$ cat src/pkg/hprw_map.svh
// Offsets, field positions, reset values and timing counts of the host power sequencer
// Functional notes
// - Reset and power pins float when idle, driven only for a pulse.
// - Reset-invert mask bit makes the reset pulse drive high, not low.
// - Power-invert mask bit makes the power pulse drive high, not low.
// - Auto-polarity bit: active level is opposite of the line's idle level.
// - Confirm held 4 s with host up and enabled: reset pulse 1 s.
// - After keypad reset, commands are ignored until the self restart.
// - Confirm held 0.25 s with host down: power pulse, then restart.
// - Cancel held 4 s with host up: power pulse, up to 5 s more.
// - Blank mode and host down: display and backlight off, keys watched.
// - Blank mode: host coming back up restarts the block like power-up.
// - Pulse length counts 1/32 s units; 255 holds until power drops.
// - Power config carries mask, optional length; missing length means default.
// - Watchdog timeout zero disables the watchdog, also a running one.
// - Nonzero timeout must be refreshed in time, else host is reset.
// - Watchdog off at power-up and after it fires once.
// - Status report carries the function mask and the watchdog count.
// - Function mask and pulse length are kept by the boot-state store.
`ifndef HPRW_MAP_SVH
`define HPRW_MAP_SVH

`define HPRW_OFS_FUNC 5'h00
`define HPRW_OFS_WDOG 5'h04
`define HPRW_OFS_STATUS 5'h08
`define HPRW_OFS_BOOT 5'h0C
`define HPRW_OFS_REPORT 5'h10

`define HPRW_BIT_AUTO 0
`define HPRW_BIT_RINV 1
`define HPRW_BIT_PINV 2
`define HPRW_BIT_BLANK 4
`define HPRW_BIT_KRST 5
`define HPRW_BIT_KON 6
`define HPRW_BIT_KOFF 7

`define HPRW_MASK_RST 8'h00
`define HPRW_LEN_DEFAULT 8'h20
`define HPRW_LEN_FOREVER 8'hFF

`define HPRW_CLK_NS 10
`define HPRW_TICK_NS 31250000
`define HPRW_TICK_CYCLES (`HPRW_TICK_NS / `HPRW_CLK_NS)
`define HPRW_TICKS_PER_S 32
`define HPRW_KEY_LONG_MS 4000
`define HPRW_KEY_SHORT_MS 250
`define HPRW_RST_PULSE_MS 1000
`define HPRW_EXT_MS 5000
`define HPRW_KEY_LONG_TICKS (`HPRW_KEY_LONG_MS * `HPRW_TICKS_PER_S / 1000)
`define HPRW_KEY_SHORT_TICKS (`HPRW_KEY_SHORT_MS * `HPRW_TICKS_PER_S / 1000)
`define HPRW_RST_TICKS (`HPRW_RST_PULSE_MS * `HPRW_TICKS_PER_S / 1000)
`define HPRW_EXT_TICKS (`HPRW_EXT_MS * `HPRW_TICKS_PER_S / 1000)

`endif

$ cat src/pkg/hprw_pkg.sv
// Types of the host power sequencer
package hprw_pkg;
  typedef enum logic [2:0] {
    ST_IDLE,
    ST_RST,
    ST_PWR,
    ST_EXT,
    ST_RESTART
  } hprw_state_type;
endpackage : hprw_pkg

$ cat src/hdl/hprw_pin_drv.sv
// Registered tri-state pulse driver for one host control line
module hprw_pin_drv (
  input wire logic sys_clk,
  input wire logic rst_n,
  input wire logic active,
  input wire logic drive_hi,
  output logic pin_o,
  output logic pin_oe
);
  always_ff @(posedge sys_clk or negedge rst_n) begin
    if (!rst_n) begin
      pin_o <= 1'b0;
      pin_oe <= 1'b0;
    end else begin
      pin_o <= active & drive_hi;
      pin_oe <= active;
    end
  end
endmodule : hprw_pin_drv

$ cat src/hdl/hprw_top.sv
// Host power, reset and watchdog sequencer with Avalon-MM registers
//
// Decided for this implementation: the Avalon-MM interface to the registers and the address map.
`include "hprw_map.svh"
module hprw_top #(
  parameter int unsigned TICK_CYCLES = `HPRW_TICK_CYCLES
) (
  input wire logic sys_clk,
  input wire logic arst_n,
  input wire logic [4:0] avs_address,
  input wire logic [3:0] avs_byteenable,
  input wire logic avs_read,
  input wire logic avs_write,
  input wire logic [31:0] avs_writedata,
  output logic [31:0] avs_readdata,
  output logic avs_waitrequest,
  input wire logic sense_i,
  input wire logic rst_pin_i,
  output logic rst_pin_o,
  output logic rst_pin_oe,
  input wire logic pwr_pin_i,
  output logic pwr_pin_o,
  output logic pwr_pin_oe,
  input wire logic key_confirm_i,
  input wire logic key_cancel_i,
  output logic display_blank,
  output logic backlight_off
);
  logic rst_meta_n;
  logic rst_n;
  logic [4:0] pin_raw;
  logic [4:0] pin_meta;
  logic [4:0] pin_s;
  logic sense;
  logic sense_prev;
  logic key_ok;
  logic key_no;
  logic [31:0] tick_div;
  logic tick;
  logic [7:0] confirm_cnt;
  logic [7:0] cancel_cnt;
  logic confirm_long;
  logic confirm_short;
  logic cancel_long;
  logic [7:0] func_mask;
  logic [7:0] pulse_len;
  logic [7:0] boot_mask;
  logic [7:0] boot_len;
  logic req;
  logic wr_ok;
  logic [31:0] rd_mux;
  logic [7:0] wd_cnt;
  logic [4:0] wd_sub;
  logic wd_en;
  logic wd_write;
  logic wd_expire;
  logic wd_pending;
  logic wd_take;
  hprw_pkg::hprw_state_type state;
  logic [7:0] time_cnt;
  logic pwr_forever;
  logic off_mode;
  logic restart_after;
  logic lock_cmds;
  logic rst_pol;
  logic pwr_pol;
  logic rst_idle_lvl;
  logic pwr_idle_lvl;
  logic [1:0] quiet_cnt;
  logic blank_restart;
  logic key_rst_go;
  logic key_on_go;
  logic key_off_go;
  logic pol_rst_now;
  logic pol_pwr_now;
  logic start_rst;
  logic start_pwr;

  always_ff @(posedge sys_clk or negedge arst_n) begin
    if (!arst_n) begin
      rst_meta_n <= 1'b0;
      rst_n <= 1'b0;
    end else begin
      rst_meta_n <= 1'b1;
      rst_n <= rst_meta_n;
    end
  end

  // Pins are asynchronous; only pin_s is read by logic
  assign pin_raw = {key_cancel_i, key_confirm_i, pwr_pin_i, rst_pin_i, sense_i};
  always_ff @(posedge sys_clk or negedge rst_n) begin
    if (!rst_n) begin
      pin_meta <= 5'h00;
      pin_s <= 5'h00;
    end else begin
      pin_meta <= pin_raw;
      pin_s <= pin_meta;
    end
  end
  assign sense = pin_s[0];
  assign key_ok = pin_s[3];
  assign key_no = pin_s[4];

  // 1/32 s time base shared by keys, pulses and watchdog
  always_ff @(posedge sys_clk or negedge rst_n) begin
    if (!rst_n) begin
      tick_div <= 32'h0000_0000;
      tick <= 1'b0;
    end else if (tick_div == 32'(TICK_CYCLES - 1)) begin
      tick_div <= 32'h0000_0000;
      tick <= 1'b1;
    end else begin
      tick_div <= tick_div + 32'h0000_0001;
      tick <= 1'b0;
    end
  end

  // Hold counters clear on release, so a short press never fires a long action
  always_ff @(posedge sys_clk or negedge rst_n) begin
    if (!rst_n) begin
      confirm_cnt <= 8'h00;
      cancel_cnt <= 8'h00;
    end else begin
      if (!key_ok) begin
        confirm_cnt <= 8'h00;
      end else if (tick && confirm_cnt != 8'hFF) begin
        confirm_cnt <= confirm_cnt + 8'h01;
      end
      if (!key_no) begin
        cancel_cnt <= 8'h00;
      end else if (tick && cancel_cnt != 8'hFF) begin
        cancel_cnt <= cancel_cnt + 8'h01;
      end
    end
  end
  assign confirm_long = key_ok && tick && confirm_cnt == 8'(`HPRW_KEY_LONG_TICKS - 1);
  assign confirm_short = key_ok && tick && confirm_cnt == 8'(`HPRW_KEY_SHORT_TICKS - 1);
  assign cancel_long = key_no && tick && cancel_cnt == 8'(`HPRW_KEY_LONG_TICKS - 1);

  assign key_rst_go = func_mask[`HPRW_BIT_KRST] && sense && confirm_long;
  assign key_on_go = func_mask[`HPRW_BIT_KON] && !sense && confirm_short;
  assign key_off_go = func_mask[`HPRW_BIT_KOFF] && sense && cancel_long;
  assign blank_restart = func_mask[`HPRW_BIT_BLANK] && sense && !sense_prev;
  assign wd_take = state == hprw_pkg::ST_IDLE && !blank_restart && wd_pending;
  assign start_rst = state == hprw_pkg::ST_IDLE && !blank_restart && (wd_pending || key_rst_go);
  assign start_pwr = state == hprw_pkg::ST_IDLE && !blank_restart && !wd_pending && !key_rst_go
                     && (key_on_go || key_off_go);

  // Idle levels are sampled only after the line has been released a few cycles
  always_ff @(posedge sys_clk or negedge rst_n) begin
    if (!rst_n) begin
      quiet_cnt <= 2'h0;
      rst_idle_lvl <= 1'b1;
      pwr_idle_lvl <= 1'b1;
    end else if (rst_pin_oe || pwr_pin_oe) begin
      quiet_cnt <= 2'h0;
    end else if (quiet_cnt != 2'h3) begin
      quiet_cnt <= quiet_cnt + 2'h1;
    end else begin
      rst_idle_lvl <= pin_s[1];
      pwr_idle_lvl <= pin_s[2];
    end
  end
  assign pol_rst_now = func_mask[`HPRW_BIT_AUTO] ? !rst_idle_lvl : func_mask[`HPRW_BIT_RINV];
  assign pol_pwr_now = func_mask[`HPRW_BIT_AUTO] ? !pwr_idle_lvl : func_mask[`HPRW_BIT_PINV];

  // Sequencer
  always_ff @(posedge sys_clk or negedge rst_n) begin
    if (!rst_n) begin
      state <= hprw_pkg::ST_IDLE;
      time_cnt <= 8'h00;
      pwr_forever <= 1'b0;
      off_mode <= 1'b0;
      restart_after <= 1'b0;
      lock_cmds <= 1'b0;
      rst_pol <= 1'b0;
      pwr_pol <= 1'b0;
      sense_prev <= 1'b0;
    end else begin
      sense_prev <= sense;
      case (state)
        hprw_pkg::ST_IDLE: begin
          if (blank_restart) begin
            state <= hprw_pkg::ST_RESTART;
          end else if (start_rst) begin
            state <= hprw_pkg::ST_RST;
            time_cnt <= 8'(`HPRW_RST_TICKS);
            restart_after <= !wd_pending;
            lock_cmds <= !wd_pending;
            rst_pol <= pol_rst_now;
          end else if (start_pwr) begin
            state <= hprw_pkg::ST_PWR;
            time_cnt <= pulse_len;
            pwr_forever <= pulse_len == `HPRW_LEN_FOREVER;
            off_mode <= key_off_go;
            restart_after <= key_on_go;
            pwr_pol <= pol_pwr_now;
          end
        end
        hprw_pkg::ST_RST: begin
          if (tick) begin
            time_cnt <= time_cnt - 8'h01;
            if (time_cnt <= 8'h01) begin
              state <= restart_after ? hprw_pkg::ST_RESTART : hprw_pkg::ST_IDLE;
            end
          end
        end
        hprw_pkg::ST_PWR: begin
          // A held line is only ended by the supply going away
          if (tick && !pwr_forever) begin
            time_cnt <= time_cnt - 8'h01;
            if (time_cnt <= 8'h01) begin
              if (off_mode && key_no) begin
                state <= hprw_pkg::ST_EXT;
                time_cnt <= 8'(`HPRW_EXT_TICKS);
              end else begin
                state <= restart_after ? hprw_pkg::ST_RESTART : hprw_pkg::ST_IDLE;
              end
            end
          end
        end
        hprw_pkg::ST_EXT: begin
          if (!key_no) begin
            state <= hprw_pkg::ST_IDLE;
          end else if (tick) begin
            time_cnt <= time_cnt - 8'h01;
            if (time_cnt <= 8'h01) begin
              state <= hprw_pkg::ST_IDLE;
            end
          end
        end
        hprw_pkg::ST_RESTART: begin
          state <= hprw_pkg::ST_IDLE;
          lock_cmds <= 1'b0;
        end
        default: begin
          state <= hprw_pkg::ST_IDLE;
        end
      endcase
    end
  end

  hprw_pin_drv u_rst_drv (
    .sys_clk(sys_clk),
    .rst_n(rst_n),
    .active(state == hprw_pkg::ST_RST),
    .drive_hi(rst_pol),
    .pin_o(rst_pin_o),
    .pin_oe(rst_pin_oe)
  );

  hprw_pin_drv u_pwr_drv (
    .sys_clk(sys_clk),
    .rst_n(rst_n),
    .active(state == hprw_pkg::ST_PWR || state == hprw_pkg::ST_EXT),
    .drive_hi(pwr_pol),
    .pin_o(pwr_pin_o),
    .pin_oe(pwr_pin_oe)
  );

  always_ff @(posedge sys_clk or negedge rst_n) begin
    if (!rst_n) begin
      display_blank <= 1'b0;
      backlight_off <= 1'b0;
    end else begin
      display_blank <= func_mask[`HPRW_BIT_BLANK] && !sense;
      backlight_off <= func_mask[`HPRW_BIT_BLANK] && !sense;
    end
  end

  // Bus slave: one wait cycle per transfer, answer from registers
  assign req = avs_read || avs_write;
  assign wr_ok = avs_write && !avs_waitrequest && !lock_cmds;
  assign wd_write = wr_ok && avs_address == `HPRW_OFS_WDOG && avs_byteenable[0];

  always_ff @(posedge sys_clk or negedge rst_n) begin
    if (!rst_n) begin
      avs_waitrequest <= 1'b1;
    end else if (req && avs_waitrequest) begin
      avs_waitrequest <= 1'b0;
    end else begin
      avs_waitrequest <= 1'b1;
    end
  end

  always_comb begin
    case (avs_address)
      `HPRW_OFS_FUNC: rd_mux = {16'h0000, pulse_len, func_mask};
      `HPRW_OFS_WDOG: rd_mux = {24'h00_0000, wd_cnt};
      `HPRW_OFS_STATUS: rd_mux = {16'h0000, wd_cnt, 2'h0, wd_en, display_blank,
                                  pwr_pin_oe, rst_pin_oe, lock_cmds, sense};
      `HPRW_OFS_BOOT: rd_mux = {16'h0000, boot_len, boot_mask};
      `HPRW_OFS_REPORT: rd_mux = {16'h0000, wd_cnt, func_mask};
      default: rd_mux = 32'h0000_0000;
    endcase
  end

  always_ff @(posedge sys_clk or negedge rst_n) begin
    if (!rst_n) begin
      avs_readdata <= 32'h0000_0000;
    end else if (avs_read && avs_waitrequest) begin
      avs_readdata <= rd_mux;
    end else begin
      avs_readdata <= 32'h0000_0000;
    end
  end

  // Boot copy lives in flops only; a full power cycle returns the reset values
  always_ff @(posedge sys_clk or negedge rst_n) begin
    if (!rst_n) begin
      func_mask <= `HPRW_MASK_RST;
      pulse_len <= `HPRW_LEN_DEFAULT;
      boot_mask <= `HPRW_MASK_RST;
      boot_len <= `HPRW_LEN_DEFAULT;
    end else if (state == hprw_pkg::ST_RESTART) begin
      func_mask <= boot_mask;
      pulse_len <= boot_len;
    end else if (wr_ok && avs_address == `HPRW_OFS_FUNC && avs_byteenable[0]) begin
      func_mask <= avs_writedata[7:0];
      pulse_len <= avs_byteenable[1] ? avs_writedata[15:8] : `HPRW_LEN_DEFAULT;
    end else if (wr_ok && avs_address == `HPRW_OFS_BOOT) begin
      boot_mask <= func_mask;
      boot_len <= pulse_len;
    end
  end

  // Watchdog; a refresh in the expiry cycle wins and reloads
  assign wd_expire = wd_en && tick && !wd_write && wd_sub == 5'(`HPRW_TICKS_PER_S - 1)
                     && wd_cnt == 8'h01;
  always_ff @(posedge sys_clk or negedge rst_n) begin
    if (!rst_n) begin
      wd_en <= 1'b0;
      wd_cnt <= 8'h00;
      wd_sub <= 5'h00;
    end else if (wd_write) begin
      wd_en <= avs_writedata[7:0] != 8'h00;
      wd_cnt <= avs_writedata[7:0];
      wd_sub <= 5'h00;
    end else if (state == hprw_pkg::ST_RESTART || wd_expire) begin
      wd_en <= 1'b0;
      wd_cnt <= 8'h00;
      wd_sub <= 5'h00;
    end else if (wd_en && tick) begin
      if (wd_sub == 5'(`HPRW_TICKS_PER_S - 1)) begin
        wd_sub <= 5'h00;
        wd_cnt <= wd_cnt - 8'h01;
      end else begin
        wd_sub <= wd_sub + 5'h01;
      end
    end
  end

  always_ff @(posedge sys_clk or negedge rst_n) begin
    if (!rst_n) begin
      wd_pending <= 1'b0;
    end else if (wd_expire) begin
      wd_pending <= 1'b1;
    end else if (wd_take) begin
      wd_pending <= 1'b0;
    end
  end
endmodule : hprw_top

$ cat config.mk
export PLATFORM = sky130hd
export DESIGN_NAME = hprw_top
export DESIGN_NICKNAME = d
export VERILOG_FILES = /design/src/pkg/hprw_pkg.sv /design/src/hdl/hprw_pin_drv.sv /design/src/hdl/hprw_top.sv
export VERILOG_INCLUDE_DIRS = /design/src /design/src/pkg
export SDC_FILE = /design/constraint.sdc
export NUM_CORES = 1
export LEC_CHECK = 0
export BUFFER_PORTS_ARGS = -buffer_cell sky130_fd_sc_hd__buf_2
export CAP_MARGIN = 30
export CORE_MARGIN = 1
export CORE_UTILIZATION = 30
export DETAILED_ROUTE_END_ITERATION = 6
export GPL_TIMING_DRIVEN = 0
export REMOVE_ABC_BUFFERS = 1
export SETUP_SLACK_MARGIN = 0.15
export SLEW_MARGIN = 20
export SYNTH_ARGS = -nofsm -noshare
export SYNTH_HDL_FRONTEND = slang
export SYNTH_HIERARCHICAL = 1
export SYNTH_SLANG_ARGS = --single-unit
$ cat constraint.sdc
create_clock -name sys_clk -period 6.1 [get_ports sys_clk]
set_input_delay 0.305 -clock sys_clk [delete_from_list [all_inputs] [get_ports sys_clk]]
set_output_delay 0.305 -clock sys_clk [all_outputs]
set_load 0.01 [all_outputs]
=== Word level (Yosys, flattened, before mapping) ===
Index checks and enable logic that the tools add are counted.

* Logic and storage cells: 214
* Flip-flop bits (word level): 168
* Output and inout port bits: 39
* Input port bits: 50

* Bitwise gates (word level): 8
* Reductions and logical operators: 75
* Multiplexer cells: 57
* Equal/unequal tests: 31
* Magnitude comparators: 1
* Add/subtract/negate cells: 7

{| class="wikitable"
|+ Operator list
! operator !! number
|-
| 2-to-1 mux 8 bit || 21
|-
| one-hot mux 16 bit (5 select lines) || 1
|-
| 2-to-1 mux 32 bit || 2
|-
| logical AND 1 bit || 37
|-
| 2-to-1 mux 3 bit || 12
|-
| adder 32 x 1 -> 32 bit, second input constant || 1
|-
| equality test 32 x 22 -> 1 bit, second input constant || 1
|-
| one-hot mux 8 bit (4 select lines) || 1
|-
| 2-to-1 mux 5 bit || 4
|-
| adder 8 x 1 -> 8 bit, second input constant || 2
|-
| equality test 8 x 7 -> 1 bit, second input constant || 2
|-
| inequality test 2 bit, second input constant || 8
|-
| inequality test 8 bit, second input constant || 2
|-
| subtractor 8 x 1 -> 8 bit, second input constant || 2
|-
| 2-to-1 mux 1 bit || 12
|-
| one-hot mux 3 bit (4 select lines) || 1
|-
| AND reduction 3 bit || 4
|-
| nonzero test 2 bit || 6
|-
| zero test 1 bit || 11
|-
| equality test 5 x 4 -> 1 bit, second input constant || 2
|-
| equality test 5 bit, second input constant || 2
|-
| inequality test 3 bit, second input constant || 3
|-
| equality test 8 x 1 -> 1 bit, second input constant || 1
|-
| equality test 8 x 3 -> 1 bit, second input constant || 1
|-
| 24 further kinds || 40
|}

=== Logic depth before layout (Yosys ltp) ===
Gate-level depths: netlist (run 1).

* Depth in word-level cells: 12
* Gate-level depth with buffers: 9
* Mapped depth without buffers: 8

=== Cells and area by module ===
Netlist (run 1), hierarchy kept.

{| class="wikitable"
|+ By module, submodules not included
! module !! area an instance (um^2) !! cells each !! instances
|-
| hprw_top || 7210.7 || 692 || 1
|-
| hprw_pin_drv || 56.3 || 3 || 2
|}

=== Worst setup path before layout (run 1) ===
OpenSTA, ideal clock, no wires.

* Kind: register to register
* Start: register wd_sub[0]
* End: register wd_cnt[4]
* Required time: 6.031 ns
* Data arrival time: 2.390 ns
* Path buffers: 1
* Slack: 3.641 ns
* Stages on the path, launching flop included: 10
* Setup time: 0.069 ns
* Path through: dfrtp_1 ha_1 and3_1 ha_1 and3_1 nand4_1 or3b_1 clkbuf_1 or4_1 nand3_1

* Longest elaborated chain between the ends: 6
* Elaborated cells between the ends (all ways): 9

{| class="wikitable"
|+ Ends and longest elaborated chain
! what !! RTL line !! source
|-
| from (decl) || hprw_top.sv:53 || <nowiki>logic [4:0] wd_sub;</nowiki>
|-
| from (signal assigned) || hprw_top.sv:348 || <nowiki>wd_sub <= wd_sub + 5'h01;</nowiki>
|-
| equality test 5 bit (*) || hprw_top.sv:328, hprw_top.sv:344 ||
|-
| logical AND 1 bit (2 in a row) || hprw_top.sv:328 || <nowiki>assign wd_expire = wd_en && tick && !wd_write && wd_sub == 5'(`HPRW_TICKS_PER_S - 1)</nowiki>
|-
| logical OR 1 bit || hprw_top.sv:339 || <nowiki>end else if (state == hprw_pkg::ST_RESTART || wd_expire) begin</nowiki>
|-
| nonzero test 3 bit (no source line) / 2-to-1 mux 8 bit (equally long branches) || n/a ||
|-
| AND reduction 2 bit (no source line) / 2-to-1 mux 8 bit (equally long branches) || n/a ||
|-
| to (signal assigned) || hprw_top.sv:337 || <nowiki>wd_cnt <= avs_writedata[7:0];</nowiki>
|-
| to (signal assigned) || hprw_top.sv:346 || <nowiki>wd_cnt <= wd_cnt - 8'h01;</nowiki>
|-
| to (decl) || hprw_top.sv:52 || <nowiki>logic [7:0] wd_cnt;</nowiki>
|}

Every way passes the cells marked *; elsewhere a longest branch is shown, timed or not.
A chain may end at the register's enable or synchronous reset.

=== Worst setup path in the final report (run 1) ===
* Start: register state[0]
* End: register boot_len[4]

* Longest elaborated chain between the ends: 3

{| class="wikitable"
|+ Ends and longest elaborated chain
! what !! RTL line !! source
|-
| from (decl) || hprw_top.sv:59 || <nowiki>hprw_pkg::hprw_state_type state;</nowiki>
|-
| from (signal assigned) || hprw_top.sv:170 || <nowiki>state <= hprw_pkg::ST_IDLE;</nowiki>
|-
| from (signal assigned) || hprw_top.sv:184 || <nowiki>state <= hprw_pkg::ST_RESTART;</nowiki>
|-
| from (signal assigned) || hprw_top.sv:186 || <nowiki>state <= hprw_pkg::ST_RST;</nowiki>
|-
| equality test 3 bit || hprw_top.sv:315 || <nowiki>end else if (state == hprw_pkg::ST_RESTART) begin</nowiki>
|-
| inverter 1 bit (no source line) || n/a ||
|-
| AND reduction 3 bit (no source line) || n/a ||
|-
| to (signal assigned) || hprw_top.sv:314 || <nowiki>boot_len <= `HPRW_LEN_DEFAULT;</nowiki>
|-
| to (signal assigned) || hprw_top.sv:323 || <nowiki>boot_len <= pulse_len;</nowiki>
|-
| to (decl) || hprw_top.sv:48 || <nowiki>logic [7:0] boot_len;</nowiki>
|}

Every way passes these cells.

==> results.tsv, run 1 <==
metric	value	unit
grt_pass1_vias	5417	
fp.dieW	158	um
synth_edf_count	0	
cts_max_path_buffers	2	
grt-ovfl-total	0	
max_freq	0.348	GHz
finalClockSkew	0.0139	ns
worst_path_dominant_cell_family	simple AND/OR/NAND/NOR gates	
layout.cells.non_filler	1090	
post-route-util	36.2	%
antenna_found_initial	1	
pin_count_of_the_biggest_net_entering_global_routing	53	
hold_violations	0	
cpMaxStageDelayCell	sky130_fd_sc_hd__a21oi_4	
power_density	276	nW/um^2
number_of_synthesized_register_bits	152	
fin_crit	2.88	ns
drt_first_pass_iters	5	
worst_hold_path_type	primary input to flip-flop	
worst_voltage_drop_across_the_vdd_grid	125	uV
crit-reg2reg-launch	state[0]	
cts_tree	done	
async_reset_ff_share	100	%
post_dp_hpwl	11.4	mm
initialDrtViolationCount	434	
max_slew_margin	38.8	%
outcome	finished, final reports clean	
timing.critical_path.arrival	3.18	ns
seq_power_share	47.3	%
clock_tree.root_cell	sky130_fd_sc_hd__clkbuf_16	
chipHeight	158	um
drt-total-wl	16.9	mm
die_area	25000	sq um
synth_top_flop_cell	sky130_fd_sc_hd__dfrtp_1	
cts_buffers	17	
report.power.total	2.37	mW
p_sw	0.635	mW
setup_repair_after_global_routing_missed_its_margin	no	
clk_latency	0.43	ns
dr_total_vias	5462	
synth_largest_area_cell	sky130_fd_sc_hd__dfrtp_1	
routed_via_density	5.01	
timing.critical_path.from	state[0]	
num_io_pins	89	
grt_pass1_wl	28.6	mm
sw_frac_of_total	26.8	%
synth_area_leaders	sky130_fd_sc_hd__dfrtp_1, sky130_fd_sc_hd__nand2_1, sky130_fd_sc_hd__nor2_1	
cp.required	6.41	ns
cts.reportedPaths.clkPinSlew	0.07	ns
cellInternalPower	1.74	mW
layout_worst_path_cycle_share	47.1	%
num-fill-cells	2356	
final_area	8580	sq um
crit_path_cell_trace	nor2_1 > and2_1 > a21oi_4 > and4_4 > mux2_2	
gpl.final_weighted_congestion	0.803	
gr-max-usage-layer	met2	
total_negative_slack	0	ns
met3_global_route_usage	3.09	%
commonest_cells_after_routing_fill_and_taps_aside	sky130_fd_sc_hd__dfrtp_1, sky130_fd_sc_hd__nand2_1, sky130_fd_sc_hd__nor2_1, sky130_fd_sc_hd__buf_2, sky130_fd_sc_hd__a21oi_1	
htreeDepth	4	
drt-wirelength-per-cell	15.5	um
use_met1	20.6	%
core_area	23700	sq um
worst_setup_path_start_kind	flip-flop	
drc_errors	0	
synth_top_cell_area_share	50.2	%
layout.cells.most_common	sky130_fd_sc_hd__dfrtp_1	
cts.sink_count	152	
timing.critical_path.slowest_cell_delay	0.76	ns
pwr-share-clk	42.7	%
timing.critical_path.buf_inv	0	
leakage	3.95	nW
setup-violations-final	0	
placement_rows	56	
port_buffers	54	
initial_utilization	30.9	%
timing.critical_path.fanout_max	33	
placement.cell_area	7950	sq um
final_layout_size_suffix_gt1_share	17.1	%
antenna_left	0	
hp-start	avs_write	
critPathCaptureType	flip-flop	
sequential_area_share_after_synthesis	52.0	%
cts_post_setup_buffers_inserted	0	
grtUsageTotal	14.8	%
drv_slew	0	
area.growth.synth_to_final	17.2	%
yosys_warnings	6	
yosysUniqueCellTypes	71	
max_cap_viol_count	0	
placed_cells	1051	
max_slew.worst_pin.slew	0.911	ns
post_synth.cell_area_avg	10.5	sq um
groute.layer.met2.usage	22.1	%
power.share.combinational	10.0	%
postSynthCellCount	698	
criticalPathCategory	flip-flop to flip-flop	
num-nets-final	819	
synth_area	7320	sq um
cts.repair.resized	0	
timing repair:
action	CTS	global route
endpoints found under the hold margin	7	0
endpoints found under the setup margin	0	0
hold buffers	6	0
power by group through the flow:
stage               sequential [mW]  clock, mW  combinational (mW)
finish                         1.12       1.01               0.238
global route                   1.13       1.09               0.269
CTS                            1.12       1.04               0.239
detailed placement             1.14          0               0.236
global placement               1.15          0               0.202
floorplan                      1.13          0               0.149
through the flow:
stage               hold slack (ns)  worst slack (ns)
floorplan                   0.00941              1.56
global placement             0.0913            -0.288
detailed placement           0.0927              3.15
CTS                          0.0256              3.13
global route                 0.0702              3.05
finish                       0.0460              3.22
kinds of logic (layout without fill, tap and decap cells):
group	after synthesis	count (layout)	synth area share [%]
and+or+nand+nor	267	267	19.2
DFF	152	152	52.0
AOI/OAI and AO/OA	124	124	11.7
buffers and inverters	65	122	4.48
xor gates and xnor gates	43	43	5.14
muxes	34	34	5.47
adders and majority gates	11	11	1.88
other	2	18	0.103
cell type report:
cell class,instances,area [sq um],area share (%)
sequential,152,3810,44.4
multi-input combinational,496,3280,38.2
clock buffer,19,443,5.16
timing repair buffer,67,437,5.09
tap,319,399,4.65
clock inverter,12,118,1.37
inverter,24,90.1,1.05
antenna,1,2.50,0.0292
routing by layer:
layer / share of wire (%) / routed length, um / vias up
met5: 0 / 0 / -
met4: 1.9 / 327 / 0
met3: 4.0 / 679 / 23
met2: 45 / 7590 / 124
met1: 49 / 8320 / 2692
li1: - / - / 2623
synth_stat cells, types with 9 or more instances:
cell type / instances
sky130_fd_sc_hd__nor2_1: 57
sky130_fd_sc_hd__dfrtp_1: 147
sky130_fd_sc_hd__mux2i_1: 16
sky130_fd_sc_hd__o21ai_0: 27
sky130_fd_sc_hd__nand4_1: 21
sky130_fd_sc_hd__and3_1: 23
sky130_fd_sc_hd__a22oi_1: 9
sky130_fd_sc_hd__nor3_1: 14
sky130_fd_sc_hd__ha_1: 11
sky130_fd_sc_hd__a222oi_1: 16
sky130_fd_sc_hd__nand2_1: 63
sky130_fd_sc_hd__xnor2_1: 20
sky130_fd_sc_hd__mux2_4: 10
sky130_fd_sc_hd__buf_4: 17
sky130_fd_sc_hd__nand3_1: 25
sky130_fd_sc_hd__a21oi_1: 33
sky130_fd_sc_hd__inv_1: 24
sky130_fd_sc_hd__clkbuf_1: 16
sky130_fd_sc_hd__xor2_1: 23
sky130_fd_sc_hd__and2_1: 12
sky130_fd_sc_hd__nor4_1: 12
registers in the layout (all words and copies together), names as in the netlist, 8 cells and up:
name / cells
pulse_len: 8
time_cnt: 8
boot_mask: 8
wd_cnt: 8
func_mask: 8
confirm_cnt: 8
cancel_cnt: 8
avs_readdata: 16
boot_len: 8
tick_div: 32
path summary, 6_finish.rpt:
| check | endpoint | slack [ns] | cells past startpoint |
|---|---|---|---|
| setup / recovery | boot_len[4] | 3.22 | 5 |
| hold / removal | avs_waitrequest | 0.05 | 2 |
| setup reg to reg | boot_len[4] | 3.22 | 5 |
| hold reg to reg | tick_div[8] | 0.20 | 0 |
| max in group asynchronous | pulse_len[5] | 4.75 | 3 |
| min in group asynchronous | rst_n | 0.20 | 2 |
No activity file was read; power rests on OpenSTA's default activity.
==> run 2: changes to the inputs <==
==> constraint.sdc (replaced) <==
create_clock -name sys_clk -period 2.4 [get_ports sys_clk]
set_input_delay 0.12 -clock sys_clk [delete_from_list [all_inputs] [get_ports sys_clk]]
set_output_delay 0.12 -clock sys_clk [all_outputs]
set_load 0.01 [all_outputs]
==> results.tsv, run 2 (same netlist as run 1, synthesis figures left out) <==
metric	value	unit	change
crit_path_cell_trace	ha_2 > and3_4 > ha_4 > and3_4 > nand4_1 > or3b_4 > or4b_4 > o311ai_4		
clk_latency	0.43	ns	about the same
register_name_with_the_most_flops	tick_div		
worst_setup_path_start_kind	flip-flop		
r2r_slack	0.07	ns	-3.16 ns
fp.dieW	158	um	unchanged
fin_crit	2.33	ns	-0.543 ns
cts_tree	done		
die_area	25000	sq um	unchanged
leakage	4.12	nW	+4.3%
port_buffers	54		unchanged
grt_pass1_vias	5566		+2.8%
worst_voltage_drop_across_the_vdd_grid	346	uV	+180%
htreeDepth	4		unchanged
cellInternalPower	4.44	mW	+160%
layout.cells.non_filler	1111		+1.9%
routed_via_density	5.06		+1.0%
timing.critical_path.buf_inv	0		unchanged
drv_slew	0		unchanged
biggestRegsByFlops	tick_div (32), avs_readdata (16)		
initialDrtViolationCount	428		-1.4%
worst-r2r-cell-count	8		+3
reg2reg_end	wd_cnt[2]		
finalClockSkew	0.0113	ns	-0.00259 ns
cpMaxStageDelayCell	sky130_fd_sc_hd__or4b_4		
criticalPathCategory	flip-flop to flip-flop		
setup-violations-final	0		unchanged
placement_rows	56		unchanged
outcome	finished, final reports clean		
max_slew_margin	41.6	%	+2.8 points
report.power.total	6.10	mW	+160%
max_slew.worst_pin.slew	0.874	ns	-0.0370 ns
hold-path-cell-count	3		+1
hp-start	avs_writedata[5]		
commonest_cells_after_routing_fill_and_taps_aside	sky130_fd_sc_hd__dfrtp_1, sky130_fd_sc_hd__nand2_1, sky130_fd_sc_hd__nor2_1, sky130_fd_sc_hd__buf_2, sky130_fd_sc_hd__a21oi_1		
gpl.final_weighted_congestion	0.803		unchanged
max_freq	0.429	GHz	+23%
cp.required	2.73	ns	-3.68 ns
cts_buffers	17		unchanged
worst_path_dominant_cell_family	simple AND/OR/NAND/NOR gates		
timing.critical_path.fanout_max	5		-85%
chipHeight	158	um	unchanged
num-fill-cells	2327		-1.2%
min_delay_worst_endpoint	wd_cnt[5]		
area.growth.synth_to_final	22.1	%	
placed_cells	1051		unchanged
grtUsageTotal	15.3	%	+0.53 points
antenna_left	0		unchanged
layout_worst_path_cycle_share	97.2	%	+50 points
timing.critical_path.arrival	2.66	ns	-0.52 ns
post_dp_hpwl	11.4	mm	unchanged
crit-reg2reg-launch	wd_sub[0]		
post-route-util	37.7	%	+1.5 points
setup_repair_after_global_routing_missed_its_margin	yes		
worst_hold_path_type	primary input to flip-flop		
area_of_combinational_cells_with_multiple_inputs	3460	sq um	+5.5%
initial_utilization	30.9	%	unchanged
critPathCaptureType	flip-flop		
num_io_pins	89		unchanged
drt-total-wl	17.8	mm	+5.5%
drt-wirelength-per-cell	16.1	um	+3.5%
p_sw	1.65	mW	+160%
hold_violations	0		unchanged
pin_count_of_the_biggest_net_entering_global_routing	53		unchanged
max_cap_viol_count	0		unchanged
num-nets-final	840		+2.6%
core_area	23700	sq um	unchanged
power_density	682	nW/um^2	+150%
drt_first_pass_iters	5		unchanged
antenna_found_initial	1		unchanged
layout.cells.most_common	sky130_fd_sc_hd__dfrtp_1		
grt-ovfl-total	0		unchanged
cts_max_path_buffers	2		unchanged
sw_frac_of_total	27.1	%	+0.34 points
grt_pass1_wl	29.6	mm	+3.4%
drc_errors	0		unchanged
cts.sink_count	152		unchanged
dr_total_vias	5624		+3.0%
cts.reportedPaths.clkPinSlew	0.07	ns	about the same
power.share.combinational	10.7	%	+0.7 points
timing.critical_path.slowest_cell_delay	0.52	ns	-0.24 ns
clock_tree.root_cell	sky130_fd_sc_hd__clkbuf_16		
seq_power_share	46.8	%	-0.5 points
seqCellArea	3810	sq um	about the same
final_layout_size_suffix_gt1_share	21.5	%	+4.3 points
largest_register_ffs	32		unchanged
cpMostUsedCell	sky130_fd_sc_hd__and3_4		
pwr-share-clk	42.5	%	-0.2 points
## run 2: cell types whose count changed in the layout (fill, tap and decap cells not counted), sizes merged
cell,before,now
buf,61,76
dlygate4sd3,6,11
a21oi,34,35
## run 2: through the flow
stage | setup TNS, ns | worst slack [ns] | hold slack [ns] | cell area [sq um]
2_1_floorplan | -315.40 | -2.14 | -0.176 | 7140
3_3_place_gp | -610.63 | -3.99 | -0.0937 | 7810
3_5_place_dp | -10.40 | -0.555 | -0.0923 | 7950
4_1_cts | 0 | 0.0736 | 0.00828 | 8760
5_1_grt | -0.00578 | -0.00578 | 0.0499 | 8940
6_report | 0 | 0.0680 | 0.0329 | 8940
## run 2: what timing repair did
item | 4_1_cts | 5_1_grt
resized for setup | 15 | 21
hold buffers | 11 | 0
endpoints found under the setup margin | 43 | 28
cloned | 1 | 0
endpoints found under the hold margin | 10 | 0
setup buffers | 8 | 7
pin swaps | 1 | 4
## run 2: worst min-delay path, cell delays in order
cell                       delay [ns]
sky130_fd_sc_hd__buf_2           0.12
sky130_fd_sc_hd__a22oi_1         0.09
sky130_fd_sc_hd__o211ai_1        0.08
## run 2: cell type report
type / instances / area share [%]
multi-input combinational: 497 / 38.7
clock inverter: 12 / 1.32
tap: 319 / 4.47
sequential: 152 / 42.7
antenna: 1 / 0.0280
clock buffer: 19 / 4.96
inverter: 24 / 1.01
timing repair buffer: 87 / 6.83
## run 2: worst max path at each step
stage	depth (start not counted)	slack [ns]	to	start
2_1_floorplan	0	-2.14	avs_readdata[0]	rst_n
4_1_cts	8	0.07	wd_cnt[2]	wd_sub[0]
3_3_place_gp	0	-3.99	pulse_len[1]	rst_n
5_1_grt	8	-0.006	wd_cnt[2]	wd_sub[0]
6_report	8	0.07	wd_cnt[2]	wd_sub[0]
3_5_place_dp	5	-0.55	wd_cnt[2]	lock_cmds
## run 2: metal layers
layer  wire [um]  global-route usage [%]
met2        8190                    23.0
met1        8410                    21.3
met3         899                    3.26
met4         356                    5.86
met5           0                       0
## run 2: power by group through the flow
stage	clock network [mW]	logic, mW	registers [mW]
finish	2.59	0.650	2.86
global route	2.77	0.726	2.87
CTS	2.64	0.624	2.85
detailed placement	0	0.599	2.90
global placement	0	0.513	2.94
floorplan	0	0.378	2.87
==> run 3: changes to the inputs <==
--- a/config.mk
+++ b/config.mk
@@ -10,8 +10,10 @@
 export CAP_MARGIN = 30
 export CORE_MARGIN = 1
 export CORE_UTILIZATION = 30
+export CTS_BUF_LIST = sky130_fd_sc_hd__clkbuf_4 sky130_fd_sc_hd__clkbuf_8
 export DETAILED_ROUTE_END_ITERATION = 6
 export GPL_TIMING_DRIVEN = 0
+export RECOVER_POWER = 100
 export REMOVE_ABC_BUFFERS = 1
 export SETUP_SLACK_MARGIN = 0.15
 export SLEW_MARGIN = 20
==> results.tsv, run 3 (same netlist as run 1, synthesis figures left out) <==
metric	value	unit	change
report.power.total	5.39	mW	-12%
gpl.final_weighted_congestion	0.803		unchanged
timing.critical_path.buf_inv	0		unchanged
htreeDepth	4		unchanged
grt_pass1_wl	29.4	mm	-0.70%
post-route-util	36.4	%	-1.4 points
drv_slew	0		unchanged
outcome	finished, final reports clean		
power_density	626	nW/um^2	-8.2%
area.growth.synth_to_final	17.7	%	
cpMaxStageDelayCell	sky130_fd_sc_hd__or4b_4		
min_delay_worst_endpoint	func_mask[0]		
worst_hold_path_type	primary input to flip-flop		
layout.cells.most_common	sky130_fd_sc_hd__dfrtp_1		
grt_pass1_vias	5576		+0.18%
cts_tree	done		
cts.reportedPaths.clkPinSlew	0.10	ns	+0.03 ns
core_area	23700	sq um	unchanged
antenna_left	0		unchanged
initial_utilization	30.9	%	unchanged
dr_total_vias	5641		+0.30%
cpMostUsedCell	sky130_fd_sc_hd__and3_4		
crit-reg2reg-launch	wd_sub[0]		
layout_worst_path_cycle_share	96.1	%	-1.0 points
finalClockSkew	0.0258	ns	+0.0145 ns
placement_rows	56		unchanged
leakage	3.87	nW	-6.1%
setup_ws	0.0929	ns	+0.0249 ns
biggestRegsByFlops	tick_div (32), avs_readdata (16)		
timing.critical_path.fanout_max	5		unchanged
worst_setup_path_start_kind	flip-flop		
clk_latency	0.47	ns	+0.04 ns
drt_first_pass_iters	5		unchanged
drt-total-wl	17.7	mm	-1.0%
final_layout_size_suffix_gt1_share	16.4	%	-5.1 points
timing.critical_path.slowest_cell_delay	0.52	ns	about the same
grt-ovfl-total	0		unchanged
hold_violations	0		unchanged
criticalPathCategory	flip-flop to flip-flop		
cts_max_path_buffers	2		unchanged
initialDrtViolationCount	485		+13%
setup_repair_after_global_routing_missed_its_margin	yes		
num-nets-final	843		+0.36%
grtUsageTotal	15.1	%	-0.18 points
placement.cell_area	7950	sq um	unchanged
register_name_with_the_most_flops	tick_div		
cts.sink_count	152		unchanged
worst_voltage_drop_across_the_vdd_grid	286	uV	-17%
routed_via_density	5.06		about the same
antenna_found_initial	1		unchanged
total_negative_slack	0	ns	unchanged
fp.dieW	158	um	unchanged
hold-path-cell-count	3		unchanged
port_buffers	54		unchanged
hp-start	avs_writedata[0]		
pin_count_of_the_biggest_net_entering_global_routing	53		unchanged
drt-wirelength-per-cell	15.9	um	-1.3%
final_area	8620	sq um	-3.6%
r2r_slack	0.09	ns	+0.02 ns
max_slew_margin	41.4	%	-0.19 points
num_io_pins	89		unchanged
layout.cells.non_filler	1114		+0.27%
cts_buffers	17		unchanged
dp_worst_setup_slack	-0.555	ns	unchanged
timing.critical_path.arrival	2.67	ns	about the same
crit_path_cell_trace	ha_2 > and3_4 > ha_4 > and3_4 > nand4_1 > or3b_4 > or4b_4 > o311ai_4		
placed_cells	1051		unchanged
worst_path_dominant_cell_family	simple AND/OR/NAND/NOR gates		
clock_tree.root_cell	sky130_fd_sc_hd__clkbuf_8		
cp.required	2.76	ns	+0.03 ns
hold_ws	0.0220	ns	-0.0110 ns
drc_errors	0		unchanged
max_slew.worst_pin.slew	0.877	ns	+0.00284 ns
post_dp_hpwl	11.4	mm	unchanged
reg2reg_end	wd_cnt[2]		
max_cap_viol_count	0		unchanged
largest_register_ffs	32		unchanged
commonest_cells_after_routing_fill_and_taps_aside	sky130_fd_sc_hd__dfrtp_1, sky130_fd_sc_hd__nand2_1, sky130_fd_sc_hd__nor2_1, sky130_fd_sc_hd__a21oi_1, sky130_fd_sc_hd__buf_2		
critPathCaptureType	flip-flop		
num-fill-cells	2397		+3.0%
worst-r2r-cell-count	8		unchanged
die_area	25000	sq um	unchanged
fin_crit	2.31	ns	-0.0249 ns
setup-violations-final	0		unchanged
chipHeight	158	um	unchanged
max_freq	0.433	GHz	+1.1%
-- run 3: changes by cell type in the layout (fill, tap and decap cells not counted), moves of 3 or more --
cell,before,now
sky130_fd_sc_hd__clkbuf_1,1,26
sky130_fd_sc_hd__buf_2,55,31
sky130_fd_sc_hd__clkbuf_16,17,0
sky130_fd_sc_hd__clkbuf_8,1,18
sky130_fd_sc_hd__and2_0,0,9
sky130_fd_sc_hd__and2_1,11,2
sky130_fd_sc_hd__mux2_1,0,9
sky130_fd_sc_hd__mux2_4,10,1
sky130_fd_sc_hd__dlygate4sd3_1,11,14
-- run 3: layer usage --
layer	global-route usage [%]	vias to the layer above	share of wire [%]	routed length (um)
met5	0	-	0	0
met4	5.86	0	2.0	350
met3	3.26	21	4.8	840
met2	22.6	138	45	8030
met1	21.2	2807	48	8450
li1	-	2675	-	-
-- run 3: final cells by class --
cell class                      instances  area, sq um  area share [%]
Inverter                               24         90.1            1.05
Sequential cell                       152         3810            44.2
Antenna cell                            1         2.50          0.0290
Multi-Input combinational cell        497         3370            39.1
Timing Repair Buffer                   90          573            6.65
Tap cell                              319          399            4.63
Clock buffer                           19          255            2.96
Clock inverter                         12          118            1.36
-- run 3: how the worst max path moves through the flow --
stage	from	end	cells past startpoint
after floorplan	rst_n	avs_readdata[0]	0
after global placement	rst_n	pulse_len[1]	0
after detailed placement	lock_cmds	wd_cnt[2]	5
after CTS	wd_sub[0]	wd_cnt[2]	8
after global routing	wd_sub[0]	wd_cnt[2]	8
final	wd_sub[0]	wd_cnt[2]	8
-- run 3: worst register-to-register path, delay by kind of cell, from the launching register on --
kind | cells | cell delay, ns
AND/OR/NAND/NOR | 5 | 1.38
adder cells (fa/ha/maj) | 2 | 0.34
flip-flops | 1 | 0.39
AO/OA/AOI/OAI | 1 | 0.10
-- run 3: power breakdown --
group          leakage (nW)  internal, mW  total (mW)  switching (mW)
registers              2.01          2.69        2.85           0.157
logic                  1.68         0.274       0.631           0.357
clock network         0.179         0.864        1.91            1.05
-- run 3: timing repair --
| action | CTS | global route |
|---|---|---|
| endpoints found under the setup margin | 43 | 31 |
| buffers inserted | 10 | 5 |
| hold buffers | 14 | 0 |
| pin swaps | 1 | 5 |
| gates cloned | 1 | 0 |
| endpoints found under the hold margin | 14 | 0 |
| resized for setup | 16 | 17 |
